`config.mk`:
```
export PLATFORM = sky130hd
export DESIGN_NAME = sld_top
export DESIGN_NICKNAME = d
export VERILOG_FILES = /design/src/sld_pkg.sv /design/src/sld_top.sv
export SDC_FILE = /design/constraint.sdc
export NUM_CORES = 1
export LEC_CHECK = 0
export BUFFER_PORTS_ARGS = -buffer_cell sky130_fd_sc_hd__buf_4
export CORE_ASPECT_RATIO = 0.7
export CORE_UTILIZATION = 55
export DETAILED_ROUTE_END_ITERATION = 7
export PLACE_DENSITY = 0.74
export SLEW_MARGIN = 20
export SYNTH_ARGS = -nofsm -noshare
export SYNTH_HDL_FRONTEND = slang
export SYNTH_SLANG_ARGS = --single-unit
```
`constraint.sdc`:
```
create_clock -name mclk_in -period 13.6 [get_ports mclk_in]
set_input_delay 1.36 -clock mclk_in [delete_from_list [all_inputs] [get_ports mclk_in]]
set_output_delay 1.36 -clock mclk_in [all_outputs]
set_load 0.05 [all_outputs]
```
`src/sld_pkg.sv`:
```
package sld_pkg;
  localparam int CLK_PERIOD_NS = 10;
  localparam int NCH = 8;

  // Register byte addresses
  localparam logic [7:0] ADDR_SYS_DIAG_REQ = 8'h00;
  localparam logic [7:0] ADDR_LOOP_DIAG_REQ = 8'h04;
  localparam logic [7:0] ADDR_LOOP_DIAG_STAT = 8'h08;
  localparam logic [7:0] ADDR_GND_LOSS = 8'h0c;
  localparam logic [7:0] ADDR_DIAG_CTRL = 8'h10;
  localparam logic [7:0] ADDR_ADC_RESULT = 8'h14;
  localparam logic [7:0] ADDR_DEPLOY_CFG0 = 8'h20;

  // system_diag_request fields
  localparam int SYS_FET_LSB = 0;
  localparam int SYS_TMR_LSB = 4;
  localparam logic [1:0] FET_CODE_HS = 2'h1;
  localparam logic [1:0] FET_CODE_LS = 2'h2;
  localparam logic [1:0] TMR_CODE_SEQ = 2'h1;
  localparam logic [1:0] TMR_CODE_BUF = 2'h2;

  // loop_diag_request fields
  localparam int LDR_RES_CH_LSB = 0;
  localparam int LDR_LEAK_CH_LSB = 4;
  localparam int LDR_MON_EN = 8;
  localparam int LDR_PD_ALL = 9;
  localparam int LDR_RES_MEAS = 10;
  localparam int LDR_MODE_LSB = 11;
  localparam int LDR_DEPLOY_DIAG = 13;
  localparam logic [1:0] MODE_CROSS_PAIR = 2'h3;
  localparam logic [13:0] LDR_RESET = 14'h0000;

  // deploy_config_register fields
  localparam int DCR_TIME_W = 7;
  localparam int DCR_CR_BIT = 7;
  localparam int DCR_PROG_BIT = 8;

  // Times in ns and derived cycle counts
  localparam int LKG_DEGLITCH_NS = 10000;
  localparam int FET_DEGLITCH_NS = 2000;
  localparam int GND_OPEN_FILT_NS = 20000;
  localparam int DEPLOY_UNIT_NS = 64000;
  localparam int DEFAULT_PULSE_NS = 8000;
  localparam int FET_TIMEOUT_NS = 500000;
  localparam int TIMER_GAP_NS = 8000000;
  localparam int LKG_DEGLITCH_CYC = (LKG_DEGLITCH_NS + CLK_PERIOD_NS - 1) / CLK_PERIOD_NS;
  localparam int FET_DEGLITCH_CYC = (FET_DEGLITCH_NS + CLK_PERIOD_NS - 1) / CLK_PERIOD_NS;
  localparam int GND_OPEN_FILT_CYC = (GND_OPEN_FILT_NS + CLK_PERIOD_NS - 1) / CLK_PERIOD_NS;
  localparam int DEPLOY_UNIT_CYC = DEPLOY_UNIT_NS / CLK_PERIOD_NS;
  localparam int DEFAULT_PULSE_CYC = DEFAULT_PULSE_NS / CLK_PERIOD_NS;
  localparam int FET_TIMEOUT_CYC = FET_TIMEOUT_NS / CLK_PERIOD_NS;
  localparam int TIMER_GAP_CYC = (TIMER_GAP_NS + CLK_PERIOD_NS - 1) / CLK_PERIOD_NS;

  typedef struct packed {
    logic wr;
    logic rd;
    logic [7:0] addr;
    logic [31:0] wdata;
  } sld_bus_req_s;

  typedef struct packed {
    logic prog;
    logic common_ret;
    logic [DCR_TIME_W-1:0] dtime;
  } sld_dcr_s;
endpackage

```
`src/sld_top.sv`:
```
// The address map and the strobed register port are this design's own decisions.
`timescale 1ns/1ns
module sld_top #(
  parameter int FET_TO_CYC = sld_pkg::FET_TIMEOUT_CYC,
  parameter int GAP_CYC = sld_pkg::TIMER_GAP_CYC,
  parameter int GND_FILT_CYC = sld_pkg::GND_OPEN_FILT_CYC,
  parameter int ADC_W = 10
) (
  input wire logic mclk_in,
  input wire logic rstn_in,
  input wire logic [7:0] addr_in,
  input wire logic [31:0] wdata_in,
  input wire logic wr_in,
  input wire logic rd_in,
  output logic [31:0] rdata_out,
  input wire logic diag_phase_in,
  input wire logic hs_thr_cmp_in,
  input wire logic ls_thr_cmp_in,
  input wire logic gnd_open_cmp_in,
  input wire logic adc_done_in,
  input wire logic [ADC_W-1:0] adc_data_in,
  input wire logic fire_enable_pin_in,
  output logic fire_enable_pin_out,
  output logic fire_enable_pin_oe_out,
  output logic hs_fet_on_out,
  output logic ls_fet_on_out,
  output logic [2:0] fet_ch_out,
  output logic mon_en_out,
  output logic fet_deglitch_sel_out,
  output logic [sld_pkg::NCH-1:0] pulldown_off_out,
  output logic source_en_out,
  output logic [2:0] source_ch_out,
  output logic [2:0] amp_ch_out,
  output logic adc_req_out
);
  localparam int NSYNC = 6 + ADC_W;
  localparam int TW = 24;

  typedef enum logic [1:0] {
    F_IDLE = 2'b01,
    F_RUN = 2'b10
  } sld_fet_e;
  typedef enum logic [3:0] {
    T_IDLE = 4'b0001,
    T_PULSE = 4'b0010,
    T_GAP = 4'b0100,
    T_BUF = 4'b1000
  } sld_tmr_e;

  logic rst_s1_r, rstn_r;
  logic [NSYNC-1:0] sync1_r, sync2_r;
  sld_pkg::sld_bus_req_s req;
  logic diag_ph, hs_cmp, ls_cmp, gnd_cmp, adc_done, fire_pin;
  logic [ADC_W-1:0] adc_data;

  logic [13:0] ldr_r;
  logic [3:0] res_ch, leak_ch;
  logic mon_en, pd_all, res_meas, deploy_diag;
  logic [1:0] ldr_mode;
  sld_pkg::sld_dcr_s dcr_r [sld_pkg::NCH];

  sld_fet_e fet_st_r;
  logic fet_is_hs_r;
  logic [31:0] fet_to_cnt_r;
  logic stb_flag_r, stg_flag_r, fet_res_valid_r;
  logic [15:0] dg_cnt_r [2];
  logic [1:0] dg_trip;
  logic dg_sel_d_r;
  logic [15:0] dg_lim;

  logic [15:0] gnd_cnt_r;
  logic [sld_pkg::NCH-1:0] gnd_loss_r;
  logic gnd_trip;

  logic adc_done_d_r;
  logic [ADC_W-1:0] adc_res_r;

  sld_tmr_e tmr_st_r;
  logic [2:0] tmr_ch_r;
  logic [TW-1:0] tmr_cnt_r;
  logic [TW-1:0] pulse_len;

  logic sys_wr, ldr_wr, ctrl_wr, gl_rd, fet_start, fet_stop, tmr_start, buf_start;
  logic [1:0] fet_code, tmr_code;
  logic [31:0] rdata_nxt;
  logic [sld_pkg::NCH-1:0] pd_nxt;

  // Reset release through two flops
  always_ff @(posedge mclk_in or negedge rstn_in) begin
    if (!rstn_in) begin
      rst_s1_r <= 1'b0;
      rstn_r <= 1'b0;
    end else begin
      rst_s1_r <= 1'b1;
      rstn_r <= rst_s1_r;
    end
  end

  // ADC data is only sampled after the synced done edge, so skew settles
  always_ff @(posedge mclk_in or negedge rstn_r) begin
    if (!rstn_r) begin
      sync1_r <= '0;
      sync2_r <= '0;
    end else begin
      sync1_r <= {adc_data_in, fire_enable_pin_in, adc_done_in, gnd_open_cmp_in,
                  ls_thr_cmp_in, hs_thr_cmp_in, diag_phase_in};
      sync2_r <= sync1_r;
    end
  end

  assign diag_ph = sync2_r[0];
  assign hs_cmp = sync2_r[1];
  assign ls_cmp = sync2_r[2];
  assign gnd_cmp = sync2_r[3];
  assign adc_done = sync2_r[4];
  assign fire_pin = sync2_r[5];
  assign adc_data = sync2_r[NSYNC-1:6];

  assign req = '{wr: wr_in, rd: rd_in, addr: addr_in, wdata: wdata_in};
  assign sys_wr = req.wr && (req.addr == sld_pkg::ADDR_SYS_DIAG_REQ);
  assign ldr_wr = req.wr && (req.addr == sld_pkg::ADDR_LOOP_DIAG_REQ);
  assign ctrl_wr = req.wr && (req.addr == sld_pkg::ADDR_DIAG_CTRL);
  assign gl_rd = req.rd && (req.addr == sld_pkg::ADDR_GND_LOSS);
  assign fet_code = req.wdata[sld_pkg::SYS_FET_LSB +: 2];
  assign tmr_code = req.wdata[sld_pkg::SYS_TMR_LSB +: 2];

  assign res_ch = ldr_r[sld_pkg::LDR_RES_CH_LSB +: 4];
  assign leak_ch = ldr_r[sld_pkg::LDR_LEAK_CH_LSB +: 4];
  assign mon_en = ldr_r[sld_pkg::LDR_MON_EN];
  assign pd_all = ldr_r[sld_pkg::LDR_PD_ALL];
  assign res_meas = ldr_r[sld_pkg::LDR_RES_MEAS];
  assign ldr_mode = ldr_r[sld_pkg::LDR_MODE_LSB +: 2];
  assign deploy_diag = ldr_r[sld_pkg::LDR_DEPLOY_DIAG];

  // Loop diag request register
  always_ff @(posedge mclk_in or negedge rstn_r) begin
    if (!rstn_r) begin
      ldr_r <= sld_pkg::LDR_RESET;
    end else if (ldr_wr) begin
      ldr_r <= req.wdata[13:0];
    end
  end

  // Deploy config registers, common-return bit only held on even entries
  generate
    for (genvar i = 0; i < sld_pkg::NCH; i++) begin : g_dcr
      always_ff @(posedge mclk_in or negedge rstn_r) begin
        if (!rstn_r) begin
          dcr_r[i] <= '0;
        end else if (req.wr && (req.addr == sld_pkg::ADDR_DEPLOY_CFG0 + 8'(4 * i))) begin
          dcr_r[i].dtime <= req.wdata[sld_pkg::DCR_TIME_W-1:0];
          dcr_r[i].common_ret <= ((i % 2) == 0) ? req.wdata[sld_pkg::DCR_CR_BIT] : 1'b0;
          dcr_r[i].prog <= 1'b1;
        end
      end
    end
  endgenerate

  // FET test control
  // Request is refused unless in diag phase, monitor enabled and idle
  assign fet_start = sys_wr && diag_ph && mon_en && (fet_st_r == F_IDLE) &&
                     ((fet_code == sld_pkg::FET_CODE_HS) ||
                      (fet_code == sld_pkg::FET_CODE_LS));
  assign fet_stop = (fet_st_r == F_RUN) &&
                    ((|dg_trip) || (fet_to_cnt_r >= 32'(FET_TO_CYC - 1)));

  always_ff @(posedge mclk_in or negedge rstn_r) begin
    if (!rstn_r) begin
      fet_st_r <= F_IDLE;
      fet_is_hs_r <= 1'b0;
      fet_to_cnt_r <= '0;
    end else begin
      case (fet_st_r)
        F_IDLE: begin
          fet_to_cnt_r <= '0;
          if (fet_start) begin
            fet_st_r <= F_RUN;
            fet_is_hs_r <= (fet_code == sld_pkg::FET_CODE_HS);
          end
        end
        F_RUN: begin
          fet_to_cnt_r <= fet_to_cnt_r + 32'h1;
          if (fet_stop) begin
            fet_st_r <= F_IDLE;
          end
        end
        default: fet_st_r <= F_IDLE;
      endcase
    end
  end

  // Driver enables and FET-on follow the run state, dropped on the stop cycle
  always_ff @(posedge mclk_in or negedge rstn_r) begin
    if (!rstn_r) begin
      hs_fet_on_out <= 1'b0;
      ls_fet_on_out <= 1'b0;
      fet_deglitch_sel_out <= 1'b0;
    end else begin
      hs_fet_on_out <= fet_start ? (fet_code == sld_pkg::FET_CODE_HS)
                     : (hs_fet_on_out && !fet_stop);
      ls_fet_on_out <= fet_start ? (fet_code == sld_pkg::FET_CODE_LS)
                     : (ls_fet_on_out && !fet_stop);
      fet_deglitch_sel_out <= fet_start || ((fet_st_r == F_RUN) && !fet_stop);
    end
  end

  // Deglitch filters: entry 0 sourced current, entry 1 sunk current
  assign dg_lim = dg_sel_d_r ? 16'(sld_pkg::FET_DEGLITCH_CYC)
                             : 16'(sld_pkg::LKG_DEGLITCH_CYC);

  always_ff @(posedge mclk_in or negedge rstn_r) begin
    if (!rstn_r) begin
      dg_sel_d_r <= 1'b0;
    end else begin
      dg_sel_d_r <= fet_deglitch_sel_out;
    end
  end

  generate
    for (genvar k = 0; k < 2; k++) begin : g_dg
      logic cmp;
      assign cmp = (k == 0) ? hs_cmp : ls_cmp;
      always_ff @(posedge mclk_in or negedge rstn_r) begin
        if (!rstn_r) begin
          dg_cnt_r[k] <= '0;
        end else if ((dg_sel_d_r != fet_deglitch_sel_out) || !cmp) begin
          dg_cnt_r[k] <= '0;
        end else if (dg_cnt_r[k] < dg_lim) begin
          dg_cnt_r[k] <= dg_cnt_r[k] + 16'h1;
        end
      end
      // Trip only armed while the FET deglitch time is active
      assign dg_trip[k] = (dg_cnt_r[k] == dg_lim) && dg_sel_d_r &&
                          (fet_st_r == F_RUN);
    end
  endgenerate

  // Latched FET result flags; a trip wins over a clearing write
  always_ff @(posedge mclk_in or negedge rstn_r) begin
    if (!rstn_r) begin
      stb_flag_r <= 1'b0;
      stg_flag_r <= 1'b0;
      fet_res_valid_r <= 1'b0;
    end else begin
      if (sys_wr || ldr_wr) begin
        stb_flag_r <= 1'b0;
        stg_flag_r <= 1'b0;
        fet_res_valid_r <= 1'b0;
      end
      if (fet_start) begin
        fet_res_valid_r <= 1'b1;
      end
      if (dg_trip[0]) begin
        stb_flag_r <= 1'b1;
      end
      if (dg_trip[1]) begin
        stg_flag_r <= 1'b1;
      end
    end
  end

  // Ground loss filter, only during a resistance measurement
  assign gnd_trip = res_meas && (gnd_cnt_r == 16'(GND_FILT_CYC));

  always_ff @(posedge mclk_in or negedge rstn_r) begin
    if (!rstn_r) begin
      gnd_cnt_r <= '0;
    end else if (!res_meas || !gnd_cmp) begin
      gnd_cnt_r <= '0;
    end else if (gnd_cnt_r < 16'(GND_FILT_CYC)) begin
      gnd_cnt_r <= gnd_cnt_r + 16'h1;
    end
  end

  generate
    for (genvar g = 0; g < sld_pkg::NCH; g++) begin : g_gl
      always_ff @(posedge mclk_in or negedge rstn_r) begin
        if (!rstn_r) begin
          gnd_loss_r[g] <= 1'b0;
        end else if (gnd_trip && (res_ch[2:0] == 3'(g))) begin
          gnd_loss_r[g] <= 1'b1;
        end else if (gl_rd) begin
          gnd_loss_r[g] <= 1'b0;
        end
      end
    end
  endgenerate

  // Safing node measurement request and capture
  always_ff @(posedge mclk_in or negedge rstn_r) begin
    if (!rstn_r) begin
      adc_req_out <= 1'b0;
      adc_done_d_r <= 1'b0;
      adc_res_r <= '0;
    end else begin
      adc_req_out <= ctrl_wr;
      adc_done_d_r <= adc_done;
      if (adc_done && !adc_done_d_r) begin
        adc_res_r <= adc_data;
      end
    end
  end

  // Deployment timer test sequencer
  assign tmr_start = sys_wr && diag_ph && (tmr_code == sld_pkg::TMR_CODE_SEQ);
  assign buf_start = sys_wr && diag_ph && (tmr_code == sld_pkg::TMR_CODE_BUF);
  assign pulse_len = dcr_r[tmr_ch_r].prog
                   ? TW'(dcr_r[tmr_ch_r].dtime) * TW'(sld_pkg::DEPLOY_UNIT_CYC)
                   : TW'(sld_pkg::DEFAULT_PULSE_CYC);

  always_ff @(posedge mclk_in or negedge rstn_r) begin
    if (!rstn_r) begin
      tmr_st_r <= T_IDLE;
      tmr_ch_r <= '0;
      tmr_cnt_r <= '0;
      fire_enable_pin_out <= 1'b0;
      fire_enable_pin_oe_out <= 1'b0;
    end else begin
      case (tmr_st_r)
        T_IDLE: begin
          tmr_cnt_r <= '0;
          tmr_ch_r <= '0;
          fire_enable_pin_out <= 1'b0;
          fire_enable_pin_oe_out <= 1'b0;
          if (tmr_start) begin
            tmr_st_r <= T_PULSE;
            fire_enable_pin_out <= 1'b1;
            fire_enable_pin_oe_out <= 1'b1;
          end else if (buf_start) begin
            tmr_st_r <= T_BUF;
            fire_enable_pin_out <= 1'b1;
            fire_enable_pin_oe_out <= 1'b1;
          end
        end
        T_PULSE: begin
          // Zero programmed time still gives a one-cycle pulse
          if (tmr_cnt_r + TW'(1) >= pulse_len) begin
            tmr_cnt_r <= '0;
            fire_enable_pin_out <= 1'b0;
            if (tmr_ch_r == 3'(sld_pkg::NCH - 1)) begin
              tmr_st_r <= T_IDLE;
              fire_enable_pin_oe_out <= 1'b0;
            end else begin
              tmr_st_r <= T_GAP;
            end
          end else begin
            tmr_cnt_r <= tmr_cnt_r + TW'(1);
          end
        end
        T_GAP: begin
          if (tmr_cnt_r + TW'(1) >= TW'(GAP_CYC)) begin
            tmr_cnt_r <= '0;
            tmr_ch_r <= tmr_ch_r + 3'h1;
            tmr_st_r <= T_PULSE;
            fire_enable_pin_out <= 1'b1;
          end else begin
            tmr_cnt_r <= tmr_cnt_r + TW'(1);
          end
        end
        T_BUF: begin
          if (tmr_cnt_r + TW'(1) >= TW'(sld_pkg::DEFAULT_PULSE_CYC)) begin
            tmr_st_r <= T_IDLE;
            fire_enable_pin_out <= 1'b0;
            fire_enable_pin_oe_out <= 1'b0;
          end else begin
            tmr_cnt_r <= tmr_cnt_r + TW'(1);
          end
        end
        default: tmr_st_r <= T_IDLE;
      endcase
    end
  end

  // Pulldown and measurement routing
  always_comb begin
    for (int p = 0; p < sld_pkg::NCH; p++) begin
      pd_nxt[p] = pd_all ||
                  (mon_en && (leak_ch[2:0] == 3'(p))) ||
                  (deploy_diag && dcr_r[p & 6].common_ret &&
                   (res_ch[2:1] == 2'(p >> 1)));
    end
  end

  always_ff @(posedge mclk_in or negedge rstn_r) begin
    if (!rstn_r) begin
      pulldown_off_out <= '0;
      mon_en_out <= 1'b0;
      fet_ch_out <= '0;
      source_en_out <= 1'b0;
      source_ch_out <= '0;
      amp_ch_out <= '0;
    end else begin
      pulldown_off_out <= pd_nxt;
      mon_en_out <= mon_en;
      fet_ch_out <= leak_ch[2:0];
      source_en_out <= res_meas;
      source_ch_out <= res_ch[2:0];
      // Partner amplifier makes shorted feeds read about half the loop
      amp_ch_out <= (ldr_mode == sld_pkg::MODE_CROSS_PAIR)
                    ? (res_ch[2:0] ^ 3'h1) : res_ch[2:0];
    end
  end

  // Read path
  always_comb begin
    rdata_nxt = '0;
    if (req.rd) begin
      if (req.addr == sld_pkg::ADDR_LOOP_DIAG_REQ) begin
        rdata_nxt = {18'h0, ldr_r};
      end else if (req.addr == sld_pkg::ADDR_LOOP_DIAG_STAT) begin
        rdata_nxt[0] = fet_res_valid_r ? stb_flag_r : hs_cmp;
        rdata_nxt[1] = fet_res_valid_r ? stg_flag_r : ls_cmp;
        rdata_nxt[2] = hs_fet_on_out || ls_fet_on_out;
        rdata_nxt[3] = fet_res_valid_r && (fet_st_r == F_IDLE) &&
                       (fet_is_hs_r ? (stb_flag_r && !stg_flag_r)
                                    : (!stb_flag_r && stg_flag_r));
        rdata_nxt[4] = fet_is_hs_r;
        rdata_nxt[5] = (tmr_st_r != T_IDLE);
        rdata_nxt[6] = fire_pin;
        rdata_nxt[7] = diag_ph;
        rdata_nxt[11:8] = leak_ch;
      end else if (req.addr == sld_pkg::ADDR_GND_LOSS) begin
        rdata_nxt[sld_pkg::NCH-1:0] = gnd_loss_r;
      end else if (req.addr == sld_pkg::ADDR_ADC_RESULT) begin
        rdata_nxt[ADC_W-1:0] = adc_res_r;
      end else if ((req.addr >= sld_pkg::ADDR_DEPLOY_CFG0) &&
                   (req.addr < sld_pkg::ADDR_DEPLOY_CFG0 + 8'(4 * sld_pkg::NCH)) &&
                   (req.addr[1:0] == 2'h0)) begin
        rdata_nxt[8:0] = dcr_r[req.addr[4:2]];
      end
    end
  end

  always_ff @(posedge mclk_in or negedge rstn_r) begin
    if (!rstn_r) begin
      rdata_out <= '0;
    end else begin
      rdata_out <= rdata_nxt;
    end
  end
endmodule

```
### Word level (Yosys, flattened, before mapping)

Cells that the tools add are included.
W data, S select, Z words.

| storage, ports and cells | value |
|---|---|
| ROM bits | 0 |
| latch bits | 0 |
| input port bits | 60 |
| bits in writable memories | 0 |
| flip-flop bits (word level) | 310 |
| memories kept | 0 |

| operators by class | value |
|---|---|
| shifts and indexed selects | 0 |
| bitwise logic cells | 3 |
| equality and inequality tests | 55 |
| add/subtract/negate cells | 6 |
| order comparisons | 11 |
| divide/modulo/power cells | 0 |
| reduce and logical (&&, ||, !) cells | 121 |
| mux-type cells | 69 |
| multipliers | 1 |

Operators with widths:

| cell | count |
|---|---|
| $mux W16 | 6 |
| $pmux W24 S4 | 1 |
| $mux W24 | 3 |
| $eq A8 B6 Y1 const B | 8 |
| $pmux W32 S2 | 1 |
| $logic_and A1 B1 Y1 | 58 |
| $bmux W9 S3 | 2 |
| $mux W9 | 6 |
| $add A16 B1 Y16 const B | 3 |
| $add A32 B1 Y32 const B | 1 |
| $eq A16 B10 Y1 | 2 |
| $ge A32 B16 Y1 const B | 1 |
| $lt A16 B10 Y1 | 2 |
| $reduce_bool A2 Y1 | 16 |
| $eq A3 B3 Y1 const B | 9 |
| $mux W1 | 27 |
| $add A24 B1 Y24 const B | 1 |
| $ge A24 B10 Y1 const B | 1 |
| $ge A24 B20 Y1 | 1 |
| $ge A24 B20 Y1 const B | 1 |
| $logic_or A1 B1 Y1 | 24 |
| $mux W10 | 2 |
| $mux W20 | 1 |
| $mux W4 | 5 |
| other kinds (43) | 84 |

### Longest topological paths before layout

| logic depth | value |
|---|---|
| depth after elaboration | 10 |
| mapped depth | 26 |
| depth with buffers taken out | 23 |

### Worst setup path before layout

Ideal clock, no wire load.

| timing | value |
|---|---|
| path kind | reg2reg |
| start point | reg tmr_ch_r[0] |
| end point | reg tmr_cnt_r[5] |
| library setup time | 129 ps |
| cell stages (with the launch flop) | 25 |
| slack | 7632 ps |
| data arrival time | 5839 ps |
| path buffers | 3 |
| required time | 13471 ps |
| path through | dfrtp_1 > clkbuf_1 > clkbuf_1 > mux4_2 > mux2_2 > ha_1 > ha_1 > fa_1 > ha_1 > a21oi_1 > o21bai_1 > a21oi_1 > o21bai_1 > a21oi_1 > xnor2_1 > nand2_1 > ha_1 > nand4_1 > nor3_1 > o31a_1 > o22a_2 > nand3_2 > buf_6 > a41oi_1 > a31oi_1 |

| between the ends | value |
|---|---|
| word-level cells in the longest chain between the ends | 9 |

Ends and longest elaborated chain:

| what | RTL line | source |
|---|---|---|
| from (decl) | sld_top.sv:79 | `logic [2:0] tmr_ch_r;` |
| from (signal assigned) | sld_top.sv:353 | `tmr_ch_r <= tmr_ch_r + 3'h1;` |
| $not A3 Y4 (implied by the code) (*) | sld_top.sv:307, sld_top.sv:308 |  |
| $bmux W9 S3 (*) | sld_top.sv:307, sld_top.sv:308 |  |
| $mux W9 (implied by the code) (*) (2 in series) | sld_top.sv:308 | `? TW'(dcr_r[tmr_ch_r].dtime) * TW'(sld_pkg::DEPLOY_UNIT_CYC)` |
| $mul A7 B5 Y12 | sld_top.sv:308 |  |
| $mux W20 (*) | sld_top.sv:308 |  |
| $ge A24 B20 Y1 (*) | sld_top.sv:337 | `if (tmr_cnt_r + TW'(1) >= pulse_len) begin` |
| $mux W24 (*) | sld_top.sv:337 |  |
| $pmux W24 S4 (*) | sld_top.sv:319 | `case (tmr_st_r)` |
| to (signal assigned) | sld_top.sv:347 | `tmr_cnt_r <= tmr_cnt_r + TW'(1);` |
| to (signal assigned) | sld_top.sv:357 | `tmr_cnt_r <= tmr_cnt_r + TW'(1);` |
| to (signal assigned) | sld_top.sv:366 | `tmr_cnt_r <= tmr_cnt_r + TW'(1);` |
| to (decl) | sld_top.sv:80 | `logic [TW-1:0] tmr_cnt_r;` |

Mark *: on every way between the ends. The rest lies on a longest branch, timed or not. The select of a mux whose other input is x is not followed.
A chain may end at the register's enable or synchronous reset.

### Final worst setup path

| timing | value |
|---|---|
| start point | reg tmr_ch_r[0] |
| end point | reg tmr_cnt_r[7] |

The elaborated chain is that of the path after synthesis.

==> metrics.cfg <==
[run_status]
status=finished, final reports clean

[sta]
period_needed_ns=6.819
setup_slack_ns=6.781
clock-skew-final_ns=0.01656
finalSetupTns_ns=0
fmax_mhz=146.7
slew_headroom=0.2374
setup_viol=0
period_share=0.5014
tightest_slew_ns=1.140
rsz0062_at_grt=no
hold_viol_final=0
drv_slew=0

[setup_path]
cp-startpoint=tmr_ch_r[0]
arrival_ns=7.26
critPathCapture=tmr_cnt_r[7]
critical_path_required_ns=14.04
reg2reg_from=tmr_ch_r[0]
cp-start-kind=flop
reg2reg_depth=22
reg2reg_setup_slack_ns=6.78
crit_type=reg2reg
path_max_fanout=14
timing.rr.end=tmr_cnt_r[7]
end_kind=flop

[synth]
synthesis.area_sq_um=14970
yosysSeqAreaShare=0.4850
synth_flop_cell=dfrtp_1
synthDistinctLibCells=80
yosys_warnings=0
synth_edf_count=0
ys_seq_elements=290
async_reset_ff_frac=1.000
avgSynthCellArea_sq_um=10.95
syn_inst=1367

[drt]
ant_nets=0
post_drt_via_cell_ratio=5.967
num_vias=10810
drtIter0Drc=841
drc=0
dr.pass1.iters=5
wl_per_cell_microns=18.98
routed_wl_microns=34390

[placed_design]
port_buffers=80
dpl_cell_area_sq_um=15710
place.gp.congestion=0.9325
dpl_worst_slack_ns=6.832
dp_hpwl_microns=23170

[cts]
cts_num_sinks=290
cts_tree=done
cts_made_buffers=28
insertion_delay_ns=0.55
htreeDepth=1
clk_pin_slew_ns=0.06
post_cts_buffers=0
clk_path_buf_depth=3
post_cts_resized=0
clockRootBuffer=clkbuf_16
hold_buffers=0

[run]
drv_cap=0

[finish]
final_area_sq_um=16730
antennaDiodeCount=0
areaGrowthSynthToFinish_pct=11.79
drive_above_1_share=0.2017
nets=1547

[power_and_ir_drop]
p_leak_uw=0.007795
ir_worst_vdd_mv=0.1535
power_density_nw_per_um2=120.7

[grt]
track_usage=0.2556
grt.overflow.total=0
antenna_found_initial=0
grt_max_degree=191
grt_pass1_wl_microns=56240
grt_pass1_vias=10430

[die]
initial_utilization=0.5603
num_rows=50
dieHeight_microns=140.0
die_w_microns=199.2
coreArea_sq_um=26710
die_area_sq_um=27890
io_pins=117

[worst_hold_path]
worstHoldPathType=reg2async

[sequential cells by signal, indices dropped and copies added, names as in the netlist, 2 cells and up]
signal            flops
dcr_r                68
dg_cnt_r             32
fet_to_cnt_r         32
tmr_cnt_r            24
gnd_cnt_r            16
sync1_r              16
sync2_r              16
ldr_r                14
rdata_out            14
adc_res_r            10
gnd_loss_r            8
pulldown_off_out      8
tmr_st_r              4
amp_ch_out            3
fet_ch_out            3
tmr_ch_r              3
fet_st_r              2
[cell families after synthesis]
family                     Yosys count  synth area share
AOI/OAI and AO/OA                  231            0.1008
xor gates and xnor gates            60           0.03511
adders and majority gates           61           0.05200
buffers and inverters              117           0.04013
DFF                                290            0.4850
muxes                              131            0.1222
other                                2         0.0005018
and+or+nand+nor                    475            0.1642
[stage by stage]
stage               hold slack (ns)  instances  power, uW    util
floorplan                    0.3312       1384       1129       -
global placement             0.3351       1759       1189  0.5881
detailed placement           0.3355       1759       1195  0.5881
CTS                          0.3455       1811       2033  0.6253
global route                 0.3499       1812       2100  0.6263
finish                       0.3476       1812       2019  0.6263
[cell usage in the layout, fill, tap and decap left out, types with 7 or more instances in the layout]
| cell type | synthesis | layout |
|---|---|---|
| dfrtp_1 | 288 | 287 |
| nand2_1 | 114 | 114 |
| nor2_1 | 113 | 113 |
| buf_4 | 30 | 86 |
| mux2_2 | 84 | 84 |
| o21ai_0 | 75 | 75 |
| ha_1 | 59 | 59 |
| inv_1 | 41 | 41 |
| nand3_1 | 41 | 41 |
| a21oi_1 | 38 | 38 |
| and3_1 | 36 | 36 |
| mux4_2 | 33 | 33 |
| xor2_1 | 30 | 30 |
| xnor2_1 | 30 | 30 |
| clkbuf_16 | 0 | 29 |
| nand4_1 | 23 | 23 |
| nand2b_1 | 21 | 21 |
| conb_1 | 2 | 19 |
| nor3_1 | 18 | 18 |
| a31oi_1 | 18 | 18 |
| or3_1 | 17 | 17 |
| nor4_1 | 17 | 17 |
| mux2i_1 | 14 | 14 |
| and2_1 | 13 | 13 |
| nor2b_1 | 13 | 13 |
| a21o_1 | 12 | 12 |
| or2_2 | 9 | 9 |
| o31ai_1 | 9 | 9 |
| and4_1 | 8 | 8 |
| o211ai_1 | 8 | 8 |
| o21ai_1 | 7 | 7 |
| a221oi_1 | 7 | 7 |
[power by group]
group          switching [uW]  leakage [uW]  internal, uW  total (uW)
sequential               35.1       0.00389           900         935
clock                     342      0.000481           493         835
combinational             163       0.00343          86.0         249
[area by class of cell]
class | instances | area (sq um)
Clock buffer | 39 | 803.3
Clock inverter | 13 | 191.4
Fill cell | 2120 | 9982
Inverter | 41 | 153.9
Multi-Input combinational cell | 977 | 7171
Sequential cell | 290 | 7263
Tap cell | 364 | 455.4
Timing Repair Buffer | 88 | 693.2
[routing by layer]
metal / share of wire / track usage
met1: 0.48 / 0.3999
met2: 0.44 / 0.3730
met3: 0.064 / 0.04238
met4: 0.019 / 0.05344
met5: 0 / 0
[worst max-delay path, stage by stage (launching register included)]
cell	delay (ns)
dfrtp_1	0.51
buf_4	0.35
mux4_2	0.57
mux2_2	0.34
ha_1	0.30
ha_1	0.31
fa_1	0.46
ha_1	0.35
a21oi_1	0.21
o21bai_1	0.09
a21oi_1	0.22
o21bai_1	0.09
a21oi_1	0.18
xnor2_1	0.17
nand2_1	0.09
ha_1	0.23
nor4_1	0.50
o221ai_1	0.26
a21o_1	0.24
o22a_2	0.23
nand3_2	0.25
nand3_2	0.37
o311ai_1	0.38
[cell usage after synthesis (5+ instances only)]
| cell | count | area share |
|---|---|---|
| inv_1 | 41 | 0.010 |
| nand3_1 | 41 | 0.014 |
| or2_2 | 9 | 0.0038 |
| nor4_1 | 17 | 0.0071 |
| a21oi_1 | 38 | 0.013 |
| or3_1 | 17 | 0.0071 |
| nand3_2 | 5 | 0.0033 |
| a221oi_1 | 7 | 0.0041 |
| mux4_2 | 33 | 0.050 |
| mux2_2 | 84 | 0.063 |
| xnor2_1 | 30 | 0.018 |
| clkbuf_1 | 31 | 0.0078 |
| nor2b_1 | 13 | 0.0054 |
| o21bai_1 | 5 | 0.0025 |
| buf_6 | 5 | 0.0038 |
| buf_4 | 30 | 0.015 |
| ha_1 | 59 | 0.049 |
| a31oi_1 | 18 | 0.0075 |
| and2_1 | 13 | 0.0054 |
| nand4_1 | 23 | 0.0096 |
| nor3_1 | 18 | 0.0060 |
| o21ai_0 | 75 | 0.025 |
| o21ai_1 | 7 | 0.0023 |
| buf_2 | 6 | 0.0020 |
| a222oi_1 | 5 | 0.0033 |
| o211ai_1 | 8 | 0.0040 |
| mux2i_1 | 14 | 0.0094 |
| nor2_1 | 113 | 0.028 |
| dfrtp_1 | 288 | 0.48 |
| xor2_1 | 30 | 0.018 |
| and4_1 | 8 | 0.0047 |
| and3_1 | 36 | 0.015 |
| a21o_1 | 12 | 0.0060 |
| o31ai_1 | 9 | 0.0045 |
| nand2_1 | 114 | 0.029 |
| nand2b_1 | 21 | 0.0088 |
| o22ai_1 | 5 | 0.0021 |
[worst min-delay path by stage]
stage                 from  cells past startpoint             to
2_1_floorplan     rst_s1_r                      0         rstn_r
3_3_place_gp    sync1_r[0]                      0     sync2_r[0]
3_5_place_dp   sync1_r[12]                      0    sync2_r[12]
4_1_cts        sync1_r[12]                      0    sync2_r[12]
5_1_grt        sync1_r[12]                      0    sync2_r[12]
6_report            rstn_r                      0  ls_fet_on_out
No activity file was read; power rests on OpenSTA's default activity.
